$ cat src/logic/uisr_params.svh
/*
 Offsets, field positions, reset values and sizes for the UART
 interrupt identification and line status block.
 Assumes byte addressing on a 32-bit Avalon-MM slave.
*/
// Notes on behaviour
// - identification bits 7:6 read 00 fifo off, 10 fifo on with multidrop, 11 fifo on.
// - cause code in bits 3:1 means something only while an interrupt is pending.
// - with several enabled sources active only the highest priority code shows.
// - a lower priority code shows only once the higher source has cleared.
// - codes by priority: 011 line status, 010 data ready, 110 timeout, 101 tx done.
// - bit 0 reads 0 while any enabled source is active, 1 otherwise.
// - framing flag bit 3 set on stop bit sampled 0, cleared by status read.
// - parity flag bit 2 set on head character parity error, cleared by status read.
// - in multidrop the parity flag shows 1 for address byte, 0 for data.
// - overrun flag bit 1 clears on a line status read.
// - fifo off: overrun when a new character lands before the last was read.
// - fifo on: overrun when a character completes while the fifo is full.
// - on fifo overrun the new character is dropped, not written.
// - data ready clears on buffer read or when the last fifo byte is read.
// - fifo off: data ready sets when a character enters the holding register.
// - fifo on: data ready sets whenever a character is written into the fifo.
`ifndef UISR_PARAMS_SVH
`define UISR_PARAMS_SVH

`define UISR_OFF_RBR 5'h00
`define UISR_OFF_IIR 5'h04
`define UISR_OFF_LSR 5'h08
`define UISR_OFF_CTRL 5'h0c
`define UISR_OFF_ISTS 5'h10
`define UISR_OFF_IMSK 5'h14

`define UISR_LSR_FE 3
`define UISR_LSR_PE 2
`define UISR_LSR_OE 1
`define UISR_LSR_DR 0

`define UISR_CTRL_FIFO 0
`define UISR_CTRL_MDROP 1
`define UISR_CTRL_IE_LS 2
`define UISR_CTRL_IE_RX 3
`define UISR_CTRL_IE_TO 4
`define UISR_CTRL_IE_TX 5
`define UISR_CTRL_TRIG_LO 8
`define UISR_CTRL_TRIG_HI 11

`define UISR_CTRL_RESET 12'h000
`define UISR_IMSK_RESET 4'h0
`define UISR_IIR_RESET 8'h01

`define UISR_FIFO_DEPTH 16

`endif

$ cat src/logic/uisr_pkg.sv
/*
 Types for the UART interrupt identification and line status block.
 Constants live in uisr_params.svh.
*/
package uisr_pkg;

	typedef logic [7:0] uisr_byte_t;

	typedef enum logic [2:0] {
		UISR_CAUSE_NONE = 3'h0,
		UISR_CAUSE_LINE = 3'h3,
		UISR_CAUSE_RXDATA = 3'h2,
		UISR_CAUSE_TIMEOUT = 3'h6,
		UISR_CAUSE_TXDONE = 3'h5
	} uisr_cause_e;

	typedef enum logic [1:0] {
		UISR_FST_OFF = 2'h0,
		UISR_FST_MDROP = 2'h2,
		UISR_FST_ON = 2'h3
	} uisr_fifo_state_e;

endpackage

$ cat src/logic/uisr_top.sv
/*
 Receive status, receive queue and interrupt identification of a UART.
 Assumes receiver, timeout and transmitter logic on the same clock, and
 an Avalon-MM master that holds each request until waitrequest is low.
*/
`timescale 1ns/10ps
`include "uisr_params.svh"

module uisr_top #(
	parameter int DEPTH = `UISR_FIFO_DEPTH
) (
	// clock and reset
	input wire logic clk,
	input wire logic nrst,
	// avalon-mm slave
	input wire logic [4:0] avs_address,
	input wire logic avs_read,
	input wire logic avs_write,
	input wire logic [31:0] avs_writedata,
	input wire logic [3:0] avs_byteenable,
	output logic [31:0] avs_readdata,
	output logic avs_waitrequest,
	// receiver side
	input wire logic rx_char_valid,
	input wire logic [7:0] rx_char_data,
	input wire logic rx_stop_bit,
	input wire logic rx_parity_bad,
	input wire logic rx_addr_mark,
	// other interrupt sources
	input wire logic rx_timeout,
	input wire logic tx_complete,
	// interrupt
	output logic irq
);

	localparam int AW = $clog2(DEPTH);
	localparam int CW = AW + 1;

	logic ack;
	logic [11:0] ctrl;
	logic [3:0] imsk;
	logic [3:0] ists;
	logic [9:0] mem [DEPTH];
	logic [AW-1:0] wr_ptr;
	logic [AW-1:0] rd_ptr;
	logic [CW-1:0] count;
	logic fe;
	logic pe;
	logic oe;
	logic dr;
	logic [3:0] cap_lsr;
	logic [3:0] cap_ists;
	logic cap_data;

	logic fifo_on;
	logic fifo_act;
	logic acc_rd;
	logic acc_wr;
	logic [CW-1:0] cap;
	logic full;
	logic push;
	logic ovwr;
	logic ovr;
	logic pop;
	logic head_new;
	logic [9:0] head_word;
	logic [9:0] in_word;
	logic [CW-1:0] trig;
	logic rx_lvl;
	uisr_pkg::uisr_cause_e cause;
	uisr_pkg::uisr_fifo_state_e fst;
	logic [7:0] iir;
	logic [31:0] next_readdata;
	logic [3:0] ev;

	// bus handshake: one wait cycle per request
	assign avs_waitrequest = (avs_read | avs_write) & ~ack;
	assign acc_rd = avs_read & ack;
	assign acc_wr = avs_write & ack;

	always_ff @(posedge clk or negedge nrst) begin
		if (!nrst) begin
			ack <= 1'b0;
		end else begin
			ack <= (avs_read | avs_write) & ~ack;
		end
	end

	// queue control; multidrop keeps the fifo out of the path
	assign fifo_on = ctrl[`UISR_CTRL_FIFO];
	assign fifo_act = fifo_on & ~ctrl[`UISR_CTRL_MDROP];
	assign cap = fifo_act ? CW'(DEPTH) : CW'(1);
	assign full = count >= cap;
	assign in_word = {(ctrl[`UISR_CTRL_MDROP] ? rx_addr_mark : rx_parity_bad),
		~rx_stop_bit, rx_char_data};
	assign pop = acc_rd && avs_address == `UISR_OFF_RBR && cap_data && count != '0;
	assign ovr = rx_char_valid & full & ~pop;
	assign push = rx_char_valid & ~full;
	assign ovwr = rx_char_valid & full & ~pop & ~fifo_act;

	always_ff @(posedge clk or negedge nrst) begin
		if (!nrst) begin
			wr_ptr <= '0;
			rd_ptr <= '0;
			count <= '0;
		end else begin
			if (push | (rx_char_valid & pop)) begin
				wr_ptr <= AW'(wr_ptr + 1'b1);
			end
			if (pop) begin
				rd_ptr <= AW'(rd_ptr + 1'b1);
			end
			if ((push | (rx_char_valid & pop)) & ~pop) begin
				count <= CW'(count + 1'b1);
			end else if (pop & ~(rx_char_valid)) begin
				count <= CW'(count - 1'b1);
			end
		end
	end

	always_ff @(posedge clk) begin
		if (push | (rx_char_valid & pop)) begin
			mem[wr_ptr] <= in_word;
		end else if (ovwr) begin
			mem[rd_ptr] <= in_word;
		end
	end

	// a new character reaching the head of the queue
	always_comb begin
		head_new = 1'b0;
		head_word = in_word;
		if (rx_char_valid & (count == '0 | ovwr | (pop & count == CW'(1)))) begin
			head_new = 1'b1;
		end else if (pop & count > CW'(1)) begin
			head_new = 1'b1;
			head_word = mem[AW'(rd_ptr + 1'b1)];
		end
	end

	// line status flags; a set in the clearing cycle wins
	always_ff @(posedge clk or negedge nrst) begin
		if (!nrst) begin
			fe <= 1'b0;
			pe <= 1'b0;
			oe <= 1'b0;
			dr <= 1'b0;
		end else begin
			if (head_new & head_word[8]) begin
				fe <= 1'b1;
			end else if (acc_rd && avs_address == `UISR_OFF_LSR && cap_lsr[`UISR_LSR_FE]) begin
				fe <= 1'b0;
			end
			if (head_new) begin
				pe <= head_word[9];
			end else if (acc_rd && avs_address == `UISR_OFF_LSR && cap_lsr[`UISR_LSR_PE]) begin
				pe <= 1'b0;
			end
			if (ovr) begin
				oe <= 1'b1;
			end else if (acc_rd && avs_address == `UISR_OFF_LSR && cap_lsr[`UISR_LSR_OE]) begin
				oe <= 1'b0;
			end
			if (rx_char_valid) begin
				dr <= 1'b1;
			end else if (pop & count == CW'(1)) begin
				dr <= 1'b0;
			end
		end
	end

	// interrupt cause priority
	assign trig = (ctrl[`UISR_CTRL_TRIG_HI:`UISR_CTRL_TRIG_LO] == 4'h0) ? CW'(1) :
		CW'(ctrl[`UISR_CTRL_TRIG_HI:`UISR_CTRL_TRIG_LO]);
	assign rx_lvl = fifo_act ? (count >= trig) : dr;

	always_comb begin
		cause = uisr_pkg::UISR_CAUSE_NONE;
		if (ctrl[`UISR_CTRL_IE_LS] & (fe | pe | oe)) begin
			cause = uisr_pkg::UISR_CAUSE_LINE;
		end else if (ctrl[`UISR_CTRL_IE_RX] & rx_lvl) begin
			cause = uisr_pkg::UISR_CAUSE_RXDATA;
		end else if (ctrl[`UISR_CTRL_IE_TO] & rx_timeout) begin
			cause = uisr_pkg::UISR_CAUSE_TIMEOUT;
		end else if (ctrl[`UISR_CTRL_IE_TX] & tx_complete) begin
			cause = uisr_pkg::UISR_CAUSE_TXDONE;
		end
	end

	always_comb begin
		if (!fifo_on) begin
			fst = uisr_pkg::UISR_FST_OFF;
		end else if (ctrl[`UISR_CTRL_MDROP]) begin
			fst = uisr_pkg::UISR_FST_MDROP;
		end else begin
			fst = uisr_pkg::UISR_FST_ON;
		end
	end

	// code is zero when nothing pends, reserved bits zero
	assign iir = {fst, 2'h0, cause, cause == uisr_pkg::UISR_CAUSE_NONE};

	// control and mask registers
	always_ff @(posedge clk or negedge nrst) begin
		if (!nrst) begin
			ctrl <= `UISR_CTRL_RESET;
			imsk <= `UISR_IMSK_RESET;
		end else if (acc_wr) begin
			if (avs_address == `UISR_OFF_CTRL) begin
				if (avs_byteenable[0]) begin
					ctrl[7:0] <= avs_writedata[7:0];
				end
				if (avs_byteenable[1]) begin
					ctrl[11:8] <= avs_writedata[11:8];
				end
			end
			if (avs_address == `UISR_OFF_IMSK && avs_byteenable[0]) begin
				imsk <= avs_writedata[3:0];
			end
		end
	end

	// sticky events: rx char, overrun, framing, parity; cleared by read
	assign ev = {rx_char_valid & in_word[9], rx_char_valid & in_word[8], ovr, rx_char_valid};

	always_ff @(posedge clk or negedge nrst) begin
		if (!nrst) begin
			ists <= 4'h0;
		end else begin
			for (int i = 0; i < 4; i++) begin
				if (ev[i]) begin
					ists[i] <= 1'b1;
				end else if (acc_rd && avs_address == `UISR_OFF_ISTS && cap_ists[i]) begin
					ists[i] <= 1'b0;
				end
			end
		end
	end

	always_ff @(posedge clk or negedge nrst) begin
		if (!nrst) begin
			irq <= 1'b0;
		end else begin
			irq <= |(ists & imsk);
		end
	end

	// read data and capture of what a read will clear
	always_comb begin
		next_readdata = 32'h0;
		unique case (avs_address)
			`UISR_OFF_RBR: next_readdata = {24'h0, (count != '0) ? mem[rd_ptr][7:0] : 8'h00};
			`UISR_OFF_IIR: next_readdata = {24'h0, iir};
			`UISR_OFF_LSR: next_readdata = {28'h0, fe, pe, oe, dr};
			`UISR_OFF_CTRL: next_readdata = {20'h0, ctrl};
			`UISR_OFF_ISTS: next_readdata = {28'h0, ists};
			`UISR_OFF_IMSK: next_readdata = {28'h0, imsk};
			default: next_readdata = 32'h0;
		endcase
	end

	always_ff @(posedge clk or negedge nrst) begin
		if (!nrst) begin
			avs_readdata <= 32'h0;
			cap_lsr <= 4'h0;
			cap_ists <= 4'h0;
			cap_data <= 1'b0;
		end else if (avs_read & ~ack) begin
			avs_readdata <= next_readdata;
			cap_lsr <= {fe, pe, oe, dr};
			cap_ists <= ists;
			cap_data <= count != '0;
		end
	end

endmodule

$ cat config.mk
export PLATFORM = sky130hd
export DESIGN_NAME = uisr_top
export DESIGN_NICKNAME = d
export VERILOG_FILES = /design/src/logic/uisr_pkg.sv /design/src/logic/uisr_top.sv
export VERILOG_INCLUDE_DIRS = /design/src /design/src/logic
export SDC_FILE = /design/constraint.sdc
export NUM_CORES = 1
export LEC_CHECK = 0
export ABC_AREA = 1
export BUFFER_PORTS_ARGS = -buffer_cell sky130_fd_sc_hd__clkbuf_2
export CORE_UTILIZATION = 55
export CTS_BUF_LIST = sky130_fd_sc_hd__clkbuf_4
export DETAILED_ROUTE_END_ITERATION = 10
export GPL_TIMING_DRIVEN = 0
export PLACE_DENSITY = 0.75
export SETUP_SLACK_MARGIN = 0.4
export SYNTH_ARGS = -nofsm -noshare
export SYNTH_HDL_FRONTEND = slang
export SYNTH_SLANG_ARGS = --single-unit
$ cat constraint.sdc
create_clock -name clk -period 3.71 [get_ports clk]
set_input_delay 0.742 -clock clk [delete_from_list [all_inputs] [get_ports clk]]
set_output_delay 0.742 -clock clk [all_outputs]
set_load 0.01 [all_outputs]
==> flow_summary.rst <==
.. list-table::
   :header-rows: 1

   * - Metric
     - Value
   * - Status
     - finished clean
   * - Fin Hold WS
     - 0.2050 ns
   * - Combinational Power Share
     - 0.269
   * - Required time of the critical path
     - 3.98 ns
   * - Largest buffer count on any clock path
     - 3
   * - Per-cell via count in the routed design
     - 5.484
   * - Area of combinational cells with multiple inputs
     - 3227 µm²
   * - First DRT Iteration DRCs
     - 743
   * - Horiz. Die Dim
     - 137.1 µm
   * - Crit share post-route
     - 0.9114
   * - Clock tree skew after final layout
     - 0.05828 ns
   * - Overall via count from detail_route
     - 7540
   * - Leak Pwr
     - 0.004846 µW
   * - Max VDD drop
     - 0.2736 mV
   * - Transition time of the tightest slew-check pin
     - 1.190 ns
   * - Post-layout utilization of the core
     - 0.6361
   * - I/O pin count
     - 93
   * - Die Span Y
     - 137.1 µm
   * - Cell types with the largest area share after synthesis
     - edfxtp_1, dfrtp_1, nand2_1
   * - Proportion of layout cells with a drive suffix above 1
     - 0.2166
   * - Flip-flop and latch count after synthesis
     - 219
   * - Proportion of netlist area held by the largest area contributor
     - 0.4787
   * - Post-synthesis average cell area
     - 10.22 µm²
   * - Latest clock arrival within the worst-skew pair
     - 0.70 ns
   * - Class of the most critical hold timing path
     - in -> async
   * - Maximum number of pins on one net before global-route repair
     - 60
   * - Syn-to-layout area delta
     - 13.46%
   * - Area of the mapped netlist
     - 10040 µm²
   * - Portion of the post-synthesis area used by sequential elements
     - 0.6258
   * - Number of setup violations in the final report
     - 0
   * - Adder-cell area share of the yosys netlist
     - 0.01371
   * - Net Sw Power
     - 2346 µW
   * - Most common library cell in the layout ignoring fill and taps
     - nand2_1
   * - Number of placement rows
     - 49
   * - Total Neg Setup Slack
     - 0 ns
   * - Maximum operating frequency
     - 295.7 MHz
   * - Critical path arrival
     - 3.65 ns
   * - Number of sinks driven by the clock tree
     - 219
   * - Number of buffers inserted during clock tree synthesis
     - 54
   * - Initial core utilization
     - 0.5607
   * - Ratio of total power to cell area
     - 601.3 nW/µm²
   * - Worst slew margin relative to its limit
     - 0.2041
   * - Warnings, synthesis
     - 0
   * - Category of the most critical setup path
     - reg -> reg
   * - Share of the synthesized area in compound gates (AO/OA/AOI/OAI)
     - 0.07068
   * - Seq pwr share
     - 0.439
   * - Clock network power share
     - 0.291
   * - Wire length of the first global-routing pass
     - 37810 µm
   * - Core Area
     - 17900 µm²
   * - Area enclosed by the die boundary
     - 18790 µm²
   * - Commonest cells after routing, fill and taps aside
     - nand2_1, edfxtp_1, nand3_1
   * - Layout fillers
     - 1464
   * - Reg2reg setup slack
     - 0.33 ns
   * - Xor/xnor cell area share of the yosys netlist
     - 0.008726
   * - DRC violation count after routing
     - 0
   * - Routed Antenna Nets
     - 0
   * - Multiplexer share of the synthesized area
     - 0.008975
   * - Main combinational cell family by area after synthesis
     - simple AND/OR/NAND/NOR gates
   * - Critical path fanouts, max
     - 10
   * - TritonCTS clock tree
     - yes
   * - Maximum Capacitance Violations
     - 0
   * - Yosys cell types
     - 39
   * - DR WL/cell
     - 17.91 µm
   * - Final layout net count
     - 1176
   * - Library cell with the largest summed area after synthesis
     - edfxtp_1
   * - Master cell of the clock root buffer
     - clkbuf_4
   * - Final weighted congestion of routability-driven global placement
     - 0.9411
   * - Clock transition at the register clock pins on the worst setup and hold paths after CTS
     - 0.07 ns
   * - Capturing element type of the critical path
     - flip-flop
   * - Postcts setup bufs
     - 0
   * - Detailed Routing Iterations Pass 1
     - 5
   * - Number of pins with negative max-slew slack in the final report
     - 0
   * - Antenna violations before repair
     - 1
   * - Number of buffers added on ports
     - 49
   * - Final worst path period need
     - 3.381 ns
   * - Vias in the first global route
     - 7251
   * - Gate Count Post-Synth
     - 982
   * - Half-perimeter wire length after placement
     - 15930 µm
   * - H-Tree Level Count
     - 2
   * - Routed wire length
     - 24630 µm
   * - Simple logic cell fraction of the synthesized area
     - 0.2062
   * - Congestion Overflow GR
     - 0
   * - Kind of launch point of the worst setup path
     - flip-flop
   * - Internal power contribution
     - 4501 µW
   * - Fraction of power spent switching nets
     - 0.3426
   * - RSZ-0062 raised after global routing
     - yes
   * - Area used by sequential logic in the layout
     - 6281 µm²
   * - Total track usage
     - 0.2735
   * - Final number of hold-violating endpoints
     - 0
==> routing by layer <==
layer,vias up,part of all wire,track usage
met5,-,0,0
met4,0,0.039,0.1306
li1,3570,-,-
met3,79,0.11,0.07111
met2,414,0.45,0.4228
met1,3477,0.40,0.3600
==> repair_timing <==
action	4_1_cts	5_1_grt
setup endpoints to repair	91	114
pin swaps	0	0
resized for setup	7	11
hold buffers	0	0
==> stage by stage <==
step	setup WS, ns	cell area (µm²)	std cells	total power (µW)
floorplan	1.131	10110	1001	4313
global placement	0.2813	10640	1279	4774
detailed placement	0.2529	10640	1279	4828
CTS	0.2301	11350	1374	6805
global route	0.1458	11390	1375	7216
finish	0.3285	11390	1375	6848
==> power by group through the flow <==
stage                     clock network [µW]  logic (µW)  registers (µW)
after global routing                    2130        2050            3030
after floorplan                            0        1280            3030
final                                   1990        1840            3010
after detailed placement                   0        1770            3060
after CTS                               2010        1790            3010
after global placement                     0        1720            3050
==> sequential cells by signal, indices dropped and copies added, names as in the netlist, 3 cells and up <==
register      count
ctrl             12
count             5
avs_readdata     12
wr_ptr            4
imsk              4
cap_lsr           3
cap_ists          4
rd_ptr            4
mem             160
ists              4
==> final cells by class <==
class,instances,area share
timing repair buffer,49,0.02175
buffer,58,0.02977
inverter,85,0.02802
antenna,1,0.0002197
multi-input combinational,639,0.2833
clock inverter,10,0.004175
clock buffer,85,0.05603
tap,229,0.02516
sequential,219,0.5515
==> worst max-delay path, stage by stage, from the launching register on <==
cell	delay, ns
dfrtp_1	0.42
inv_1	0.13
nand2_2	0.19
ha_1	0.33
nor2_1	0.11
nand3_2	0.09
nand2_2	0.08
nand2_1	0.10
nand4_4	0.13
buf_6	0.18
nand2_2	0.08
o21ai_4	0.07
nand2_2	0.14
nor2_1	0.93
==> worst paths after layout <==
path                                                  start                          end  depth (start not counted)
worst min-delay path                                   nrst          ctrl[1]$_DFFE_PN0P_                          1
min in group clk                          avs_writedata[11]         ctrl[11]$_DFFE_PN0P_                          2
worst min register to register  avs_readdata[6]$_DFFE_PN0P_  avs_readdata[6]$_DFFE_PN0P_                          2
worst max register to register          ctrl[1]$_DFFE_PN0P_          mem[9][1]$_DFFE_PP_                         13
worst max-delay path                    ctrl[1]$_DFFE_PN0P_          mem[9][1]$_DFFE_PP_                         13
max in group asynchronous                              nrst          ists[1]$_DFFE_PN0P_                          1
==> cells by family after synthesis <==
family                     count (synthesis)
and+or+nand+nor                          465
DFF                                      219
buffers and inverters                    143
AOI/OAI and AO/OA                        125
adders and majority gates                 11
xor gates and xnor gates                  10
muxes                                      8
other                                      1
==> synthesized netlist by cell type <==
| cell type | n |
|---|---|
| nor2_4 | 4 |
| o21ai_1 | 8 |
| and3_1 | 1 |
| o21ai_4 | 2 |
| edfxtp_1 | 160 |
| nor2_2 | 2 |
| nand2_1 | 235 |
| conb_1 | 1 |
| or2_2 | 5 |
| buf_2 | 19 |
| clkinv_1 | 4 |
| dfrtp_1 | 59 |
| xnor2_1 | 2 |
| clkbuf_1 | 13 |
| mux2_2 | 8 |
| nand4_4 | 1 |
| nand4_1 | 9 |
| ha_1 | 11 |
| nand3_4 | 2 |
| buf_6 | 2 |
| buf_1 | 2 |
| nand3_1 | 88 |
| nand4_2 | 1 |
| nand3b_1 | 1 |
| nand2_2 | 17 |
| o21ai_2 | 1 |
| o22ai_1 | 5 |
| buf_4 | 22 |
| inv_1 | 76 |
| a21oi_1 | 8 |
| o211ai_1 | 15 |
| o21ai_0 | 81 |
| o31ai_1 | 4 |
| a31o_2 | 1 |
| nor2_1 | 90 |
| xor2_1 | 8 |
| inv_2 | 5 |
| nand3_2 | 6 |
| nor3_1 | 3 |
Power figures use the tool's default switching activity.
